===== config.mk =====
export PLATFORM = sky130hd
export DESIGN_NAME = smc_mode_ctrl
export DESIGN_NICKNAME = d
export VERILOG_FILES = /design/src/design/smc_pkg.sv /design/src/design/smc_tick_if.sv /design/src/design/smc_tick_gen.sv /design/src/design/smc_sync.sv /design/src/design/smc_mode_ctrl.sv
export SDC_FILE = /design/constraint.sdc
export NUM_CORES = 1
export LEC_CHECK = 0
export ABC_CLOCK_PERIOD_IN_PS = 4100
export BUFFER_PORTS_ARGS = -buffer_cell sky130_fd_sc_hd__buf_2
export CAP_MARGIN = 40
export CORE_UTILIZATION = 65
export CTS_BUF_LIST = sky130_fd_sc_hd__clkbuf_4
export CTS_CLUSTER_DIAMETER = 40
export DETAILED_ROUTE_END_ITERATION = 10
export HOLD_SLACK_MARGIN = 0.02
export PLACE_DENSITY = 0.92
export REMOVE_ABC_BUFFERS = 1
export SLEW_MARGIN = 10
export SYNTH_ARGS = -nofsm -noshare
export SYNTH_HDL_FRONTEND = slang
export SYNTH_HIERARCHICAL = 1
export SYNTH_SLANG_ARGS = --single-unit
export TNS_END_PERCENT = 5

===== constraint.sdc =====
create_clock -name CLK -period 4.1 [get_ports CLK]
set_input_delay 0.205 -clock CLK [delete_from_list [all_inputs] [get_ports CLK]]
set_output_delay 0.205 -clock CLK [all_outputs]
set_load 0.02 [all_outputs]

===== src/design/smc_pkg.sv =====
// Purpose: shared constants and types for the mode controller
// Assumes: 20 MHz system clock, oscillator ticks derived by division
// Notes: times are kept in their printed unit, counts derived from them
package smc_pkg;
  localparam int unsigned CLK_HZ = 20000000;
  localparam int unsigned TICK_HZ = 1000;
  localparam int unsigned FAST_DIV = CLK_HZ / TICK_HZ;
  localparam int unsigned SLOW_DIV = FAST_DIV * 2;
  localparam int unsigned RESET_DURATION_MS = 15;
  localparam int unsigned CONFIG_TIMEOUT_MS = 350;
  localparam int unsigned RESET_DURATION_TICKS = RESET_DURATION_MS * TICK_HZ / 1000;
  localparam int unsigned CONFIG_TIMEOUT_TICKS = CONFIG_TIMEOUT_MS * TICK_HZ / 1000;
  localparam int unsigned CYCLIC_PERIOD_TICKS = 32;
  localparam int unsigned CYCLIC_ON_TICKS = 1;
  localparam int unsigned CNT_W = 24;
  localparam logic [1:0] REQ_STANDBY = 2'h0;
  localparam logic [1:0] REQ_NORMAL = 2'h1;
  localparam logic [1:0] REQ_STOP = 2'h2;
  localparam logic [1:0] REQ_SLEEP = 2'h3;
  typedef enum logic [2:0] {
    SMC_RESET, SMC_NORMAL_REQ, SMC_NORMAL, SMC_STANDBY, SMC_STOP, SMC_SLEEP
  } smc_mode_t;
endpackage


===== src/design/smc_tick_if.sv =====
// Purpose: carries the oscillator tick and its selection between modules
// Assumes: one clock domain
// Notes: slow_sel picks the low-accuracy oscillator
`timescale 1ns/1ps
interface smc_tick_if;
  logic slow_sel;
  logic tick;
  modport ctrl (output slow_sel, input tick);
  modport gen (input slow_sel, output tick);
endinterface


===== src/design/smc_tick_gen.sv =====
// Purpose: models the two internal oscillators as tick enables
// Assumes: divider counts from the package
// Notes: a switch of oscillator restarts the divider
`timescale 1ns/1ps
module smc_tick_gen
  import smc_pkg::*;
#(
  parameter int unsigned FAST = FAST_DIV,
  parameter int unsigned SLOW = SLOW_DIV
)
(
  input wire logic clk,
  input wire logic rst,
  smc_tick_if.gen tif
);
  logic [CNT_W-1:0] div;
  logic last_sel;
  wire [CNT_W-1:0] limit = tif.slow_sel ? CNT_W'(SLOW - 1) : CNT_W'(FAST - 1);
  wire wrap = (div >= limit) || (last_sel != tif.slow_sel);
  always_ff @(posedge clk)
  begin
    if (rst)
    begin
      div <= '0;
      tif.tick <= 1'b0;
      last_sel <= 1'b0;
    end
    else
    begin
      last_sel <= tif.slow_sel;
      div <= wrap ? '0 : div + 1'b1;
      tif.tick <= (div >= limit);
    end
  end
endmodule // smc_tick_gen


===== src/design/smc_sync.sv =====
// Purpose: two-flop synchroniser for a bus of pin levels
// Assumes: levels change slowly relative to the clock
// Notes: first stage is read only by the second
`timescale 1ns/1ps
module smc_sync #(parameter int unsigned W = 1)
(
  input wire logic clk,
  input wire logic rst,
  input wire logic [W-1:0] d,
  output logic [W-1:0] q
);
  logic [W-1:0] meta;
  always_ff @(posedge clk)
  begin
    if (rst)
    begin
      meta <= '0;
      q <= '0;
    end
    else
    begin
      meta <= d;
      q <= meta;
    end
  end
endmodule // smc_sync


===== src/design/smc_mode_ctrl.sv =====
// Purpose: operating-mode sequencer and supply flag logic of a system basis chip
// Assumes: comparator, watchdog and CAN results arrive as pin levels
// Notes: flags are cleared by a clear strobe from the host command logic
// What this block does
// - latch battery below 3.0 V always
// - 6.0 V warning only Normal/Standby, maskable
// - regulator hot sets two warn flags, shutdown
// - second regulator below 4.0 V flags low
// - switch overtemp sets two status bits
// - switch follows on bit in Normal/Standby
// - cyclic switch pulses in Sleep and Stop
// - fast oscillator awake, slow in Sleep/Stop
// - host selects modes; Normal Request automatic
// - Standby keeps main regulator only
// - Standby blocks CAN send, flags wake
// - Normal enables all; host services watchdog
// - Stop: second off, main low current
// - Stop only by command; watchdog per bit
// - Sleep: regulators off, wake sources listed
// - Sleep wake and power-up pass Reset
// - Reset holds output low for duration
// - undervoltage or watchdog faults enter Reset
// - Stop wake goes straight to Normal Request
// - Normal Request: main on, timeout starts
// - configuration ends timeout, enters requested mode
// - unconfigured timeout loops through Reset
// - unconfigured after Sleep wake returns Sleep
`timescale 1ns/1ps
module smc_mode_ctrl
  import smc_pkg::*;
#(
  parameter int unsigned RST_TICKS = RESET_DURATION_TICKS,
  parameter int unsigned NR_TICKS = CONFIG_TIMEOUT_TICKS
)
(
  input wire logic CLK,
  input wire logic RST,
  input wire logic BATT_BELOW_3V,
  input wire logic BATT_BELOW_6V,
  input wire logic REG_TEMP_WARN,
  input wire logic REG_TEMP_SHUTDOWN,
  input wire logic MAIN_REG_UNDERVOLT,
  input wire logic MAIN_REG_OVERCURRENT,
  input wire logic SECOND_REG_BELOW_4V,
  input wire logic SWITCH_OVERTEMP_IN,
  input wire logic WATCHDOG_FAULT,
  input wire logic [3:0] WAKE_INPUTS,
  input wire logic [3:0] WAKE_ENABLE,
  input wire logic CYCLIC_SENSE_EN,
  input wire logic FORCED_WAKE,
  input wire logic CAN_RX_ACTIVE,
  input wire logic CHIP_SELECT_N,
  input wire logic MODE_REQ_VALID,
  input wire logic [1:0] MODE_REQ,
  input wire logic WATCHDOG_PERIOD_WRITE,
  input wire logic STOP_WATCHDOG_ENABLE,
  input wire logic SWITCH_ON_BIT,
  input wire logic BATT_WARN_MASK,
  input wire logic FLAG_CLEAR,
  output logic [2:0] MODE,
  output logic RESET_N,
  output logic MAIN_REG_ON,
  output logic MAIN_REG_LOW_CURRENT,
  output logic SECOND_REG_DRIVE,
  output logic HIGH_SIDE_SWITCH,
  output logic CAN_TX_ENABLE,
  output logic WATCHDOG_RUN,
  output logic WATCHDOG_CONFIG_LOAD,
  output logic SLOW_OSC_SEL,
  output logic BATTERY_FAIL_FLAG,
  output logic BATT_WARN_FLAG,
  output logic BATT_WARN_IRQ,
  output logic REGULATOR_TEMP_WARN_MCR,
  output logic REGULATOR_TEMP_WARN_INT,
  output logic SECOND_REG_LOW,
  output logic SWITCH_OVERTEMP,
  output logic SWITCH_OR_SECOND_LOW,
  output logic CAN_WAKE_FLAG
);
  smc_tick_if tif();
  smc_mode_t mode;
  smc_mode_t next_mode;
  logic [CNT_W-1:0] cnt;
  logic [CNT_W-1:0] cyc;
  logic from_sleep;
  logic [1:0] target;
  logic [3:0] wake_prev;

  // status, wake, CAN, chip select, cyclic enable and MODE_REQ_VALID pins pass two flops; MODE_REQ and the other host control bits are used directly
  localparam int unsigned NS = 18;
  logic [NS-1:0] s;
  smc_sync #(.W(NS)) u_sync (
    .clk(CLK),
    .rst(RST),
    .d({BATT_BELOW_3V, BATT_BELOW_6V, REG_TEMP_WARN, REG_TEMP_SHUTDOWN, MAIN_REG_UNDERVOLT,
        MAIN_REG_OVERCURRENT, SECOND_REG_BELOW_4V, SWITCH_OVERTEMP_IN, WATCHDOG_FAULT,
        WAKE_INPUTS, FORCED_WAKE, CAN_RX_ACTIVE, CHIP_SELECT_N, CYCLIC_SENSE_EN, MODE_REQ_VALID}),
    .q(s)
  );
  wire b3 = s[17];
  wire b6 = s[16];
  wire tw = s[15];
  wire tsd = s[14];
  wire uv = s[13];
  wire oc = s[12];
  wire v4 = s[11];
  wire hot = s[10];
  wire wdf = s[9];
  wire [3:0] wk = s[8:5];
  wire fw = s[4];
  wire canrx = s[3];
  wire csn = s[2];
  wire cyc_en = s[1];
  wire req_v = s[0];

  smc_tick_gen u_tick (
    .clk(CLK),
    .rst(RST),
    .tif(tif)
  );
  assign tif.slow_sel = (mode == SMC_SLEEP) || (mode == SMC_STOP);
  wire tick = tif.tick;

  wire asleep = (mode == SMC_SLEEP) || (mode == SMC_STOP);
  wire awake_run = (mode == SMC_NORMAL) || (mode == SMC_STANDBY);
  wire level_wake = |((wk ^ wake_prev) & WAKE_ENABLE);
  wire cyc_sample = cyc_en && tick && (cyc == '0);
  wire cyc_wake = cyc_sample && |((wk ^ wake_prev) & WAKE_ENABLE);
  wire sleep_wake = level_wake || cyc_wake || fw || canrx;
  wire stop_wake = sleep_wake || !csn || oc;
  wire wd_active = (mode == SMC_STOP) ? STOP_WATCHDOG_ENABLE : awake_run;
  wire reset_cause = uv || (wd_active && wdf);
  wire cnt_done = tick && (cnt == '0);
  wire cmd = req_v && awake_run;

  function automatic smc_mode_t req_mode(input logic [1:0] r);
    unique case (r)
      REQ_STANDBY: req_mode = SMC_STANDBY;
      REQ_NORMAL: req_mode = SMC_NORMAL;
      REQ_STOP: req_mode = SMC_STOP;
      REQ_SLEEP: req_mode = SMC_SLEEP;
    endcase
  endfunction

  always_comb
  begin
    next_mode = mode;
    unique case (mode)
      SMC_RESET:
        if (cnt_done && !uv)
          next_mode = SMC_NORMAL_REQ;
      SMC_NORMAL_REQ:
        if (uv)
          next_mode = SMC_RESET;
        else if (WATCHDOG_PERIOD_WRITE)
          next_mode = (target == REQ_NORMAL) ? SMC_NORMAL : SMC_STANDBY;
        else if (cnt_done)
          next_mode = from_sleep ? SMC_SLEEP : SMC_RESET;
      SMC_NORMAL, SMC_STANDBY:
        if (reset_cause)
          next_mode = SMC_RESET;
        else if (cmd)
          next_mode = req_mode(MODE_REQ);
      SMC_STOP:
        if (reset_cause)
          next_mode = SMC_RESET;
        else if (stop_wake)
          next_mode = SMC_NORMAL_REQ;
      SMC_SLEEP:
        if (sleep_wake)
          next_mode = SMC_RESET;
    endcase
  end

  always_ff @(posedge CLK)
  begin
    if (RST)
    begin
      mode <= SMC_RESET;
      cnt <= CNT_W'(RST_TICKS - 1);
      from_sleep <= 1'b0;
      target <= REQ_NORMAL;
    end
    else
    begin
      mode <= next_mode;
      if (next_mode != mode)
        cnt <= (next_mode == SMC_RESET) ? CNT_W'(RST_TICKS - 1) : CNT_W'(NR_TICKS - 1);
      else if (tick && cnt != '0)
        cnt <= cnt - 1'b1;
      if (mode == SMC_SLEEP && next_mode == SMC_RESET)
        from_sleep <= 1'b1;
      else if (mode == SMC_NORMAL_REQ && next_mode != SMC_NORMAL_REQ)
        from_sleep <= 1'b0;
      if (cmd && (MODE_REQ == REQ_NORMAL || MODE_REQ == REQ_STANDBY))
        target <= MODE_REQ;
    end
  end

  // wake baseline captured each awake cycle, and when asleep only on a level wake or cyclic sample, so level changes count once
  always_ff @(posedge CLK)
  begin
    if (RST)
    begin
      wake_prev <= '0;
      cyc <= '0;
    end
    else
    begin
      if (!asleep || level_wake || cyc_sample)
        wake_prev <= wk;
      if (tick)
        cyc <= (cyc >= CNT_W'(CYCLIC_PERIOD_TICKS - 1)) ? '0 : cyc + 1'b1;
    end
  end
  wire cyc_on = asleep && cyc_en && (cyc < CNT_W'(CYCLIC_ON_TICKS));

  // outputs registered; set wins over clear for every flag
  always_ff @(posedge CLK)
  begin
    if (RST)
    begin
      MODE <= 3'h0;
      RESET_N <= 1'b0;
      MAIN_REG_ON <= 1'b1;
      MAIN_REG_LOW_CURRENT <= 1'b0;
      SECOND_REG_DRIVE <= 1'b0;
      HIGH_SIDE_SWITCH <= 1'b0;
      CAN_TX_ENABLE <= 1'b0;
      WATCHDOG_RUN <= 1'b0;
      WATCHDOG_CONFIG_LOAD <= 1'b0;
      SLOW_OSC_SEL <= 1'b0;
      BATTERY_FAIL_FLAG <= 1'b0;
      BATT_WARN_FLAG <= 1'b0;
      BATT_WARN_IRQ <= 1'b0;
      REGULATOR_TEMP_WARN_MCR <= 1'b0;
      REGULATOR_TEMP_WARN_INT <= 1'b0;
      SECOND_REG_LOW <= 1'b0;
      SWITCH_OVERTEMP <= 1'b0;
      SWITCH_OR_SECOND_LOW <= 1'b0;
      CAN_WAKE_FLAG <= 1'b0;
    end
    else
    begin
      MODE <= 3'(next_mode);
      RESET_N <= (next_mode != SMC_RESET) && (next_mode != SMC_SLEEP);
      MAIN_REG_ON <= (next_mode != SMC_SLEEP) && !tsd;
      MAIN_REG_LOW_CURRENT <= (next_mode == SMC_STOP);
      SECOND_REG_DRIVE <= (next_mode == SMC_NORMAL);
      HIGH_SIDE_SWITCH <= !hot && ((awake_run && SWITCH_ON_BIT) || cyc_on);
      CAN_TX_ENABLE <= (next_mode == SMC_NORMAL);
      WATCHDOG_RUN <= (next_mode == SMC_NORMAL) || (next_mode == SMC_STANDBY)
                      || (next_mode == SMC_STOP && STOP_WATCHDOG_ENABLE);
      WATCHDOG_CONFIG_LOAD <= (mode == SMC_NORMAL_REQ) && WATCHDOG_PERIOD_WRITE;
      SLOW_OSC_SEL <= tif.slow_sel;
      BATTERY_FAIL_FLAG <= b3 || (BATTERY_FAIL_FLAG && !FLAG_CLEAR);
      BATT_WARN_FLAG <= (awake_run && b6) || (BATT_WARN_FLAG && !FLAG_CLEAR);
      BATT_WARN_IRQ <= ((awake_run && b6) || (BATT_WARN_FLAG && !FLAG_CLEAR)) && !BATT_WARN_MASK;
      REGULATOR_TEMP_WARN_MCR <= tw || (REGULATOR_TEMP_WARN_MCR && !FLAG_CLEAR);
      REGULATOR_TEMP_WARN_INT <= tw || (REGULATOR_TEMP_WARN_INT && !FLAG_CLEAR);
      SECOND_REG_LOW <= v4 || (SECOND_REG_LOW && !FLAG_CLEAR);
      SWITCH_OVERTEMP <= hot || (SWITCH_OVERTEMP && !FLAG_CLEAR);
      SWITCH_OR_SECOND_LOW <= hot || v4 || (SWITCH_OR_SECOND_LOW && !FLAG_CLEAR);
      CAN_WAKE_FLAG <= ((mode == SMC_STANDBY) && canrx) || (CAN_WAKE_FLAG && !FLAG_CLEAR);
    end
  end

  a_stop_by_cmd: assert property (@(posedge CLK) disable iff (RST)
    (next_mode == SMC_STOP && mode != SMC_STOP) |-> (cmd && MODE_REQ == REQ_STOP))
    else $error("stop entered without command");
  a_sleep_wake_reset: assert property (@(posedge CLK) disable iff (RST)
    (mode == SMC_SLEEP && next_mode != SMC_SLEEP) |-> next_mode == SMC_RESET)
    else $error("sleep wake skipped reset");
  a_stop_wake_direct: assert property (@(posedge CLK) disable iff (RST)
    (mode == SMC_STOP && !reset_cause && stop_wake) |=> mode == SMC_NORMAL_REQ)
    else $error("stop wake not direct");
  a_reset_low: assert property (@(posedge CLK) disable iff (RST)
    (mode == SMC_RESET) |=> !RESET_N || $past(next_mode) != SMC_RESET)
    else $error("reset output high in reset");
  a_batt_latch: assert property (@(posedge CLK) disable iff (RST)
    b3 |=> BATTERY_FAIL_FLAG)
    else $error("battery fail not latched");
  a_v2_off_standby: assert property (@(posedge CLK) disable iff (RST)
    (next_mode == SMC_STANDBY) |=> !SECOND_REG_DRIVE && MAIN_REG_ON || $past(tsd))
    else $error("standby regulator state wrong");
  a_osc_select: assert property (@(posedge CLK) disable iff (RST)
    asleep |=> SLOW_OSC_SEL)
    else $error("slow oscillator not selected");
  a_nr_timeout: assert property (@(posedge CLK) disable iff (RST)
    (mode == SMC_NORMAL_REQ && cnt_done && !uv && !WATCHDOG_PERIOD_WRITE && !from_sleep)
    |=> mode == SMC_RESET)
    else $error("timeout did not reset");
  a_sleep_return: assert property (@(posedge CLK) disable iff (RST)
    (mode == SMC_NORMAL_REQ && cnt_done && !uv && !WATCHDOG_PERIOD_WRITE && from_sleep)
    |=> mode == SMC_SLEEP)
    else $error("no return to sleep");

  // outputs held against the mode actually entered, so a slip in the output decode shows here
  a_warn_run_only: assert property (@(posedge CLK) disable iff (RST)
    (!awake_run && !BATT_WARN_FLAG) |=> !BATT_WARN_FLAG)
    else $error("battery warning set outside normal or standby");
  a_irq_mask: assert property (@(posedge CLK) disable iff (RST)
    BATT_WARN_IRQ |-> (BATT_WARN_FLAG && !$past(BATT_WARN_MASK)))
    else $error("masked battery warning reached interrupt");
  a_temp_both: assert property (@(posedge CLK) disable iff (RST)
    REGULATOR_TEMP_WARN_MCR == REGULATOR_TEMP_WARN_INT)
    else $error("temperature warn flags differ");
  a_temp_shutdown: assert property (@(posedge CLK) disable iff (RST)
    tsd |=> !MAIN_REG_ON)
    else $error("regulator stays on when too hot");
  a_second_low: assert property (@(posedge CLK) disable iff (RST)
    v4 |=> (SECOND_REG_LOW && SWITCH_OR_SECOND_LOW))
    else $error("second regulator low not flagged");
  a_switch_hot: assert property (@(posedge CLK) disable iff (RST)
    hot |=> (SWITCH_OVERTEMP && SWITCH_OR_SECOND_LOW && !HIGH_SIDE_SWITCH))
    else $error("switch overtemp not flagged");
  a_switch_follow: assert property (@(posedge CLK) disable iff (RST)
    (awake_run && SWITCH_ON_BIT && !hot) |=> HIGH_SIDE_SWITCH)
    else $error("switch ignores on bit");
  a_switch_idle: assert property (@(posedge CLK) disable iff (RST)
    (!awake_run && !cyc_on) |=> !HIGH_SIDE_SWITCH)
    else $error("switch on outside run or cyclic slot");
  a_mode_cmd: assert property (@(posedge CLK) disable iff (RST)
    (cmd && !reset_cause) |-> next_mode == req_mode(MODE_REQ))
    else $error("mode command not followed");
  a_standby_out: assert property (@(posedge CLK) disable iff (RST)
    (mode == SMC_STANDBY) |-> (!CAN_TX_ENABLE && !SECOND_REG_DRIVE && WATCHDOG_RUN))
    else $error("standby outputs wrong");
  a_normal_out: assert property (@(posedge CLK) disable iff (RST)
    (mode == SMC_NORMAL) |-> (SECOND_REG_DRIVE && CAN_TX_ENABLE && WATCHDOG_RUN))
    else $error("normal outputs wrong");
  a_stop_out: assert property (@(posedge CLK) disable iff (RST)
    (mode == SMC_STOP)
    |-> (MAIN_REG_LOW_CURRENT && !SECOND_REG_DRIVE && WATCHDOG_RUN == $past(STOP_WATCHDOG_ENABLE)))
    else $error("stop outputs wrong");
  a_sleep_out: assert property (@(posedge CLK) disable iff (RST)
    (mode == SMC_SLEEP) |-> (!MAIN_REG_ON && !SECOND_REG_DRIVE && !RESET_N && !WATCHDOG_RUN))
    else $error("sleep outputs wrong");
  a_fault_reset: assert property (@(posedge CLK) disable iff (RST)
    (awake_run && (uv || wdf)) |=> mode == SMC_RESET)
    else $error("fault did not enter reset");
  a_reset_holds: assert property (@(posedge CLK) disable iff (RST)
    (mode == SMC_RESET && !cnt_done) |=> (mode == SMC_RESET && !RESET_N))
    else $error("reset left before duration");
  a_nr_out: assert property (@(posedge CLK) disable iff (RST)
    (mode == SMC_NORMAL_REQ) |-> (RESET_N && !SECOND_REG_DRIVE && (MAIN_REG_ON || $past(tsd))))
    else $error("normal request outputs wrong");
  a_config_load: assert property (@(posedge CLK) disable iff (RST)
    (mode == SMC_NORMAL_REQ && WATCHDOG_PERIOD_WRITE && !uv)
    |=> (WATCHDOG_CONFIG_LOAD && (mode == SMC_NORMAL || mode == SMC_STANDBY)))
    else $error("configuration not applied");
endmodule // smc_mode_ctrl


==> results by group <==
Outcome
  – Status: finished with violations
  – Violated checks: DRC

Timing
  – Finish-stage setup viols: 0
  – Slew HR: 0.358
  – Worst slew pin tran: 962 ps
  – Worst hold margin: 23.4 ps
  – Fmax: 295 MHz
  – Clock skew: 22.5 ps
  – Final Slew Violations: 0
  – Final hold violations: 0
  – Unrepaired setup endpoints after global routing: no
  – Fin crit period: 3390 ps
  – Final setup margin: 711 ps
  – Fin crit share: 0.827
  – Post-route setup TNS: 0 ps

Global routing
  – Vias in the first global route: 5,227
  – GRT overflow: 0
  – GRT Overall Usage: 0.315
  – Largest net degree at the start of global routing: 47
  – Antenna violations before repair: 0
  – First-pass GRT wire length: 23,900 um

Worst setup path
  – Worst setup path class: register to register
  – Crit Reg-Reg Endpoint: cnt[8]
  – Slowest cell delay on critical path: 650 ps
  – R2R cell count: 9
  – Worst EP required: 4540 ps
  – Crit-path cells: nor4_1, nand4_1, nor4_2, nor3_2, o311a_4, nor4_4, buf_4, o21ai_1, a21oi_1
  – CP Capture Type: register
  – R2r setup slk: 710 ps
  – Buf+Inv Stages, Crit Path: 1
  – RR Startpoint: cnt[16]
  – Worst EP arrival: 3830 ps
  – Critical path's top delay family: simple AND/OR/NAND/NOR gates
  – Worst Setup Start Kind: register
  – CP max-delay cell: nor4_4
  – Worst-path fanout max: 12

Die
  – Initial Utilization: 0.680
  – CORE AREA: 8810 um^2
  – Top Ports: 52
  – Die width: 98 um
  – Die footprint: 9600 um^2
  – Die Ht: 98 um
  – Row cnt: 34

Place
  – IO buf count: 51
  – HPWL after DPL: 8790 um
  – Gpl congestion: 0.955
  – Place WS: 870 ps

Final layout
  – Fraction of layout cells with a size suffix above 1: 0.174
  – ANT cells: 0
  – Area growth, synth to finish: 14.3%
  – Utilization after layout: 0.777
  – Final layout net count: 751

Detailed routing
  – Vias: 5,051
  – Wirelength per Cell: 17.6 um
  – DR vias/cell: 6.11
  – DR DRC count: 1
  – Drt total wl: 14,600 um
  – Drt pass-1 iters: 8
  – Post-DRT Antenna Nets: 0
  – DRT iter0 DRCs: 299

Yosys
  – Number of synthesized flops with an enable pin: 0
  – Yosys top cell area share: 0.458
  – Synth area leaders: dfxtp_1, nor2_1, xor2_1
  – Number of library cell types mapped by synthesis: 68
  – Seq cells post-synth: 137
  – Avg Inst Size Synth: 9.55 um^2
  – Post-Syn Instances: 627
  – Asr flop ratio synth: 0
  – Yosys top cell by area: dfxtp_1
  – Synth warnings: 6
  – Synth Flop Type: dfxtp_1
  – Area of the mapped netlist: 5990 um^2
  – Register area share after synthesis: 0.458

Pwr
  – Total power: 3.52 mW
  – Max rail drop VDD: 0.293 mV
  – PD cells: 514 nW/um^2
  – Lkg Pwr: 2.64 nW

Worst hold path
  – WHS Path Cells: 3
  – WHS Endpoint: target[1]
  – Min-delay worst type: input pin to register
  – Hold path start: MODE_REQ[1]

Clock tree
  – Worst skew pair latency: 520 ps
  – Clock transition at the registers of the reported paths: 130 ps
  – CTS tree: yes
  – H-tree depth: 4
  – Clock sinks: 137
  – Max clock buf depth: 2
  – Root Buffer: clkbuf_4
  – Setup repair bufs after CTS: 0
  – TritonCTS Buffers: 17
  – PostCTS Resize Cnt: 0

Run
  – Max cap viols: 0
[cell type report]
cell class              instances  area, um^2
multi-input cells             457        3070
clock inverters                14         196
inverters                      16        60.1
clock buffers                  18         135
well taps                     108         135
repair buffers                 77         505
fillers                       517        1960
flip-flops and latches        137        2740
[what timing repair did]
item,CTS,global route
hold buffers,22,0
hold endpoints to repair,22,0
setup endpoints to repair,0,0
[power by group]
part	switching (mW)	total (mW)	internal, mW
clock network	0.515	1.01	0.496
logic	0.661	1.02	0.355
registers	0.0777	1.49	1.41
total	1.25	3.52	2.26
[flip-flops by register name (all words and copies together) (netlist names), 2 cells and up]
| register | cells |
|---|---|
| cnt | 24 |
| u_sync/meta | 18 |
| target | 2 |
| cyc | 24 |
| u_sync/q | 18 |
| wake_prev | 4 |
| u_tick/div | 24 |
| MODE | 3 |
[per-layer routing]
metal / track usage / routed length [um]
met5: 0 / 0
met4: 0.202 / 719
met3: 0.0594 / 1010
met2: 0.564 / 7410
met1: 0.340 / 5410
[synthesized netlist by cell type, types with 3 or more instances]
library cell / number
or3_1: 6
nand3_1: 19
nor2b_1: 30
and2_1: 3
nor3_1: 19
dfxtp_1: 137
mux2i_1: 19
nand4b_1: 4
xnor2_1: 14
buf_2: 5
nand4_1: 13
nor4_1: 6
and2b_2: 6
o21ai_0: 7
nor4b_1: 5
nand2b_1: 19
a31oi_1: 3
clkbuf_1: 10
xor2_1: 27
a21o_1: 3
ha_1: 14
nor4_4: 3
nor4_2: 3
a2111oi_2: 3
a22oi_1: 4
a211oi_1: 5
buf_6: 3
or4_1: 5
nor3_2: 12
inv_1: 16
and3_1: 8
nor2_1: 70
a21oi_1: 25
o31ai_1: 6
nand2_1: 49
o2111ai_1: 5
[worst reg2reg max path, delay by kind of cell, from the launching register on]
family                 cells  cell delay [ps]
DFF                        1              370
buffers and inverters      1              300
and+or+nand+nor            5             1850
AOI/OAI and AO/OA          3              800
[cell families after synthesis]
group,share of synthesized area
other cells,0.000626
compound gates,0.101
fa+ha+maj,0.0292
buf+inv,0.0332
flops,0.458
simple gates,0.287
mux,0.0317
xor+xnor,0.0599
[through the flow]
stage / area (um^2) / cells
6_report: 6850 / 827
4_1_cts: 6850 / 827
2_1_floorplan: 5870 / 610
3_3_place_gp: 6290 / 773
5_1_grt: 6850 / 827
3_5_place_dp: 6290 / 773
[cells in the final DEF, fill, tap and decap left out, drive strengths merged, types with 6 or more instances in the layout]
cell type    instances
dfxtp              137
nor2                70
buf                 55
nand2               50
nor3                31
nor2b               30
xor2                27
a21oi               25
dlygate4sd3         22
nand3               19
nand2b              19
mux2i               19
inv                 19
clkbuf              18
nand4               15
xnor2               14
ha                  14
nor4                12
and3                 9
o21ai                9
conb                 7
or4                  7
or3                  6
o31ai                6
and2b                6
a211oi               6
[worst max-delay path by stage]
stage,end,cells past startpoint,start
detailed placement,cnt[1],11,cnt[0]
floorplan,cnt[9],10,cnt[0]
global route,cnt[8],8,MODE[0]
finish,cnt[8],9,cnt[16]
CTS,cnt[8],9,cnt[16]
global placement,cnt[1],11,cnt[0]
No activity file was read; power rests on OpenSTA's default activity.
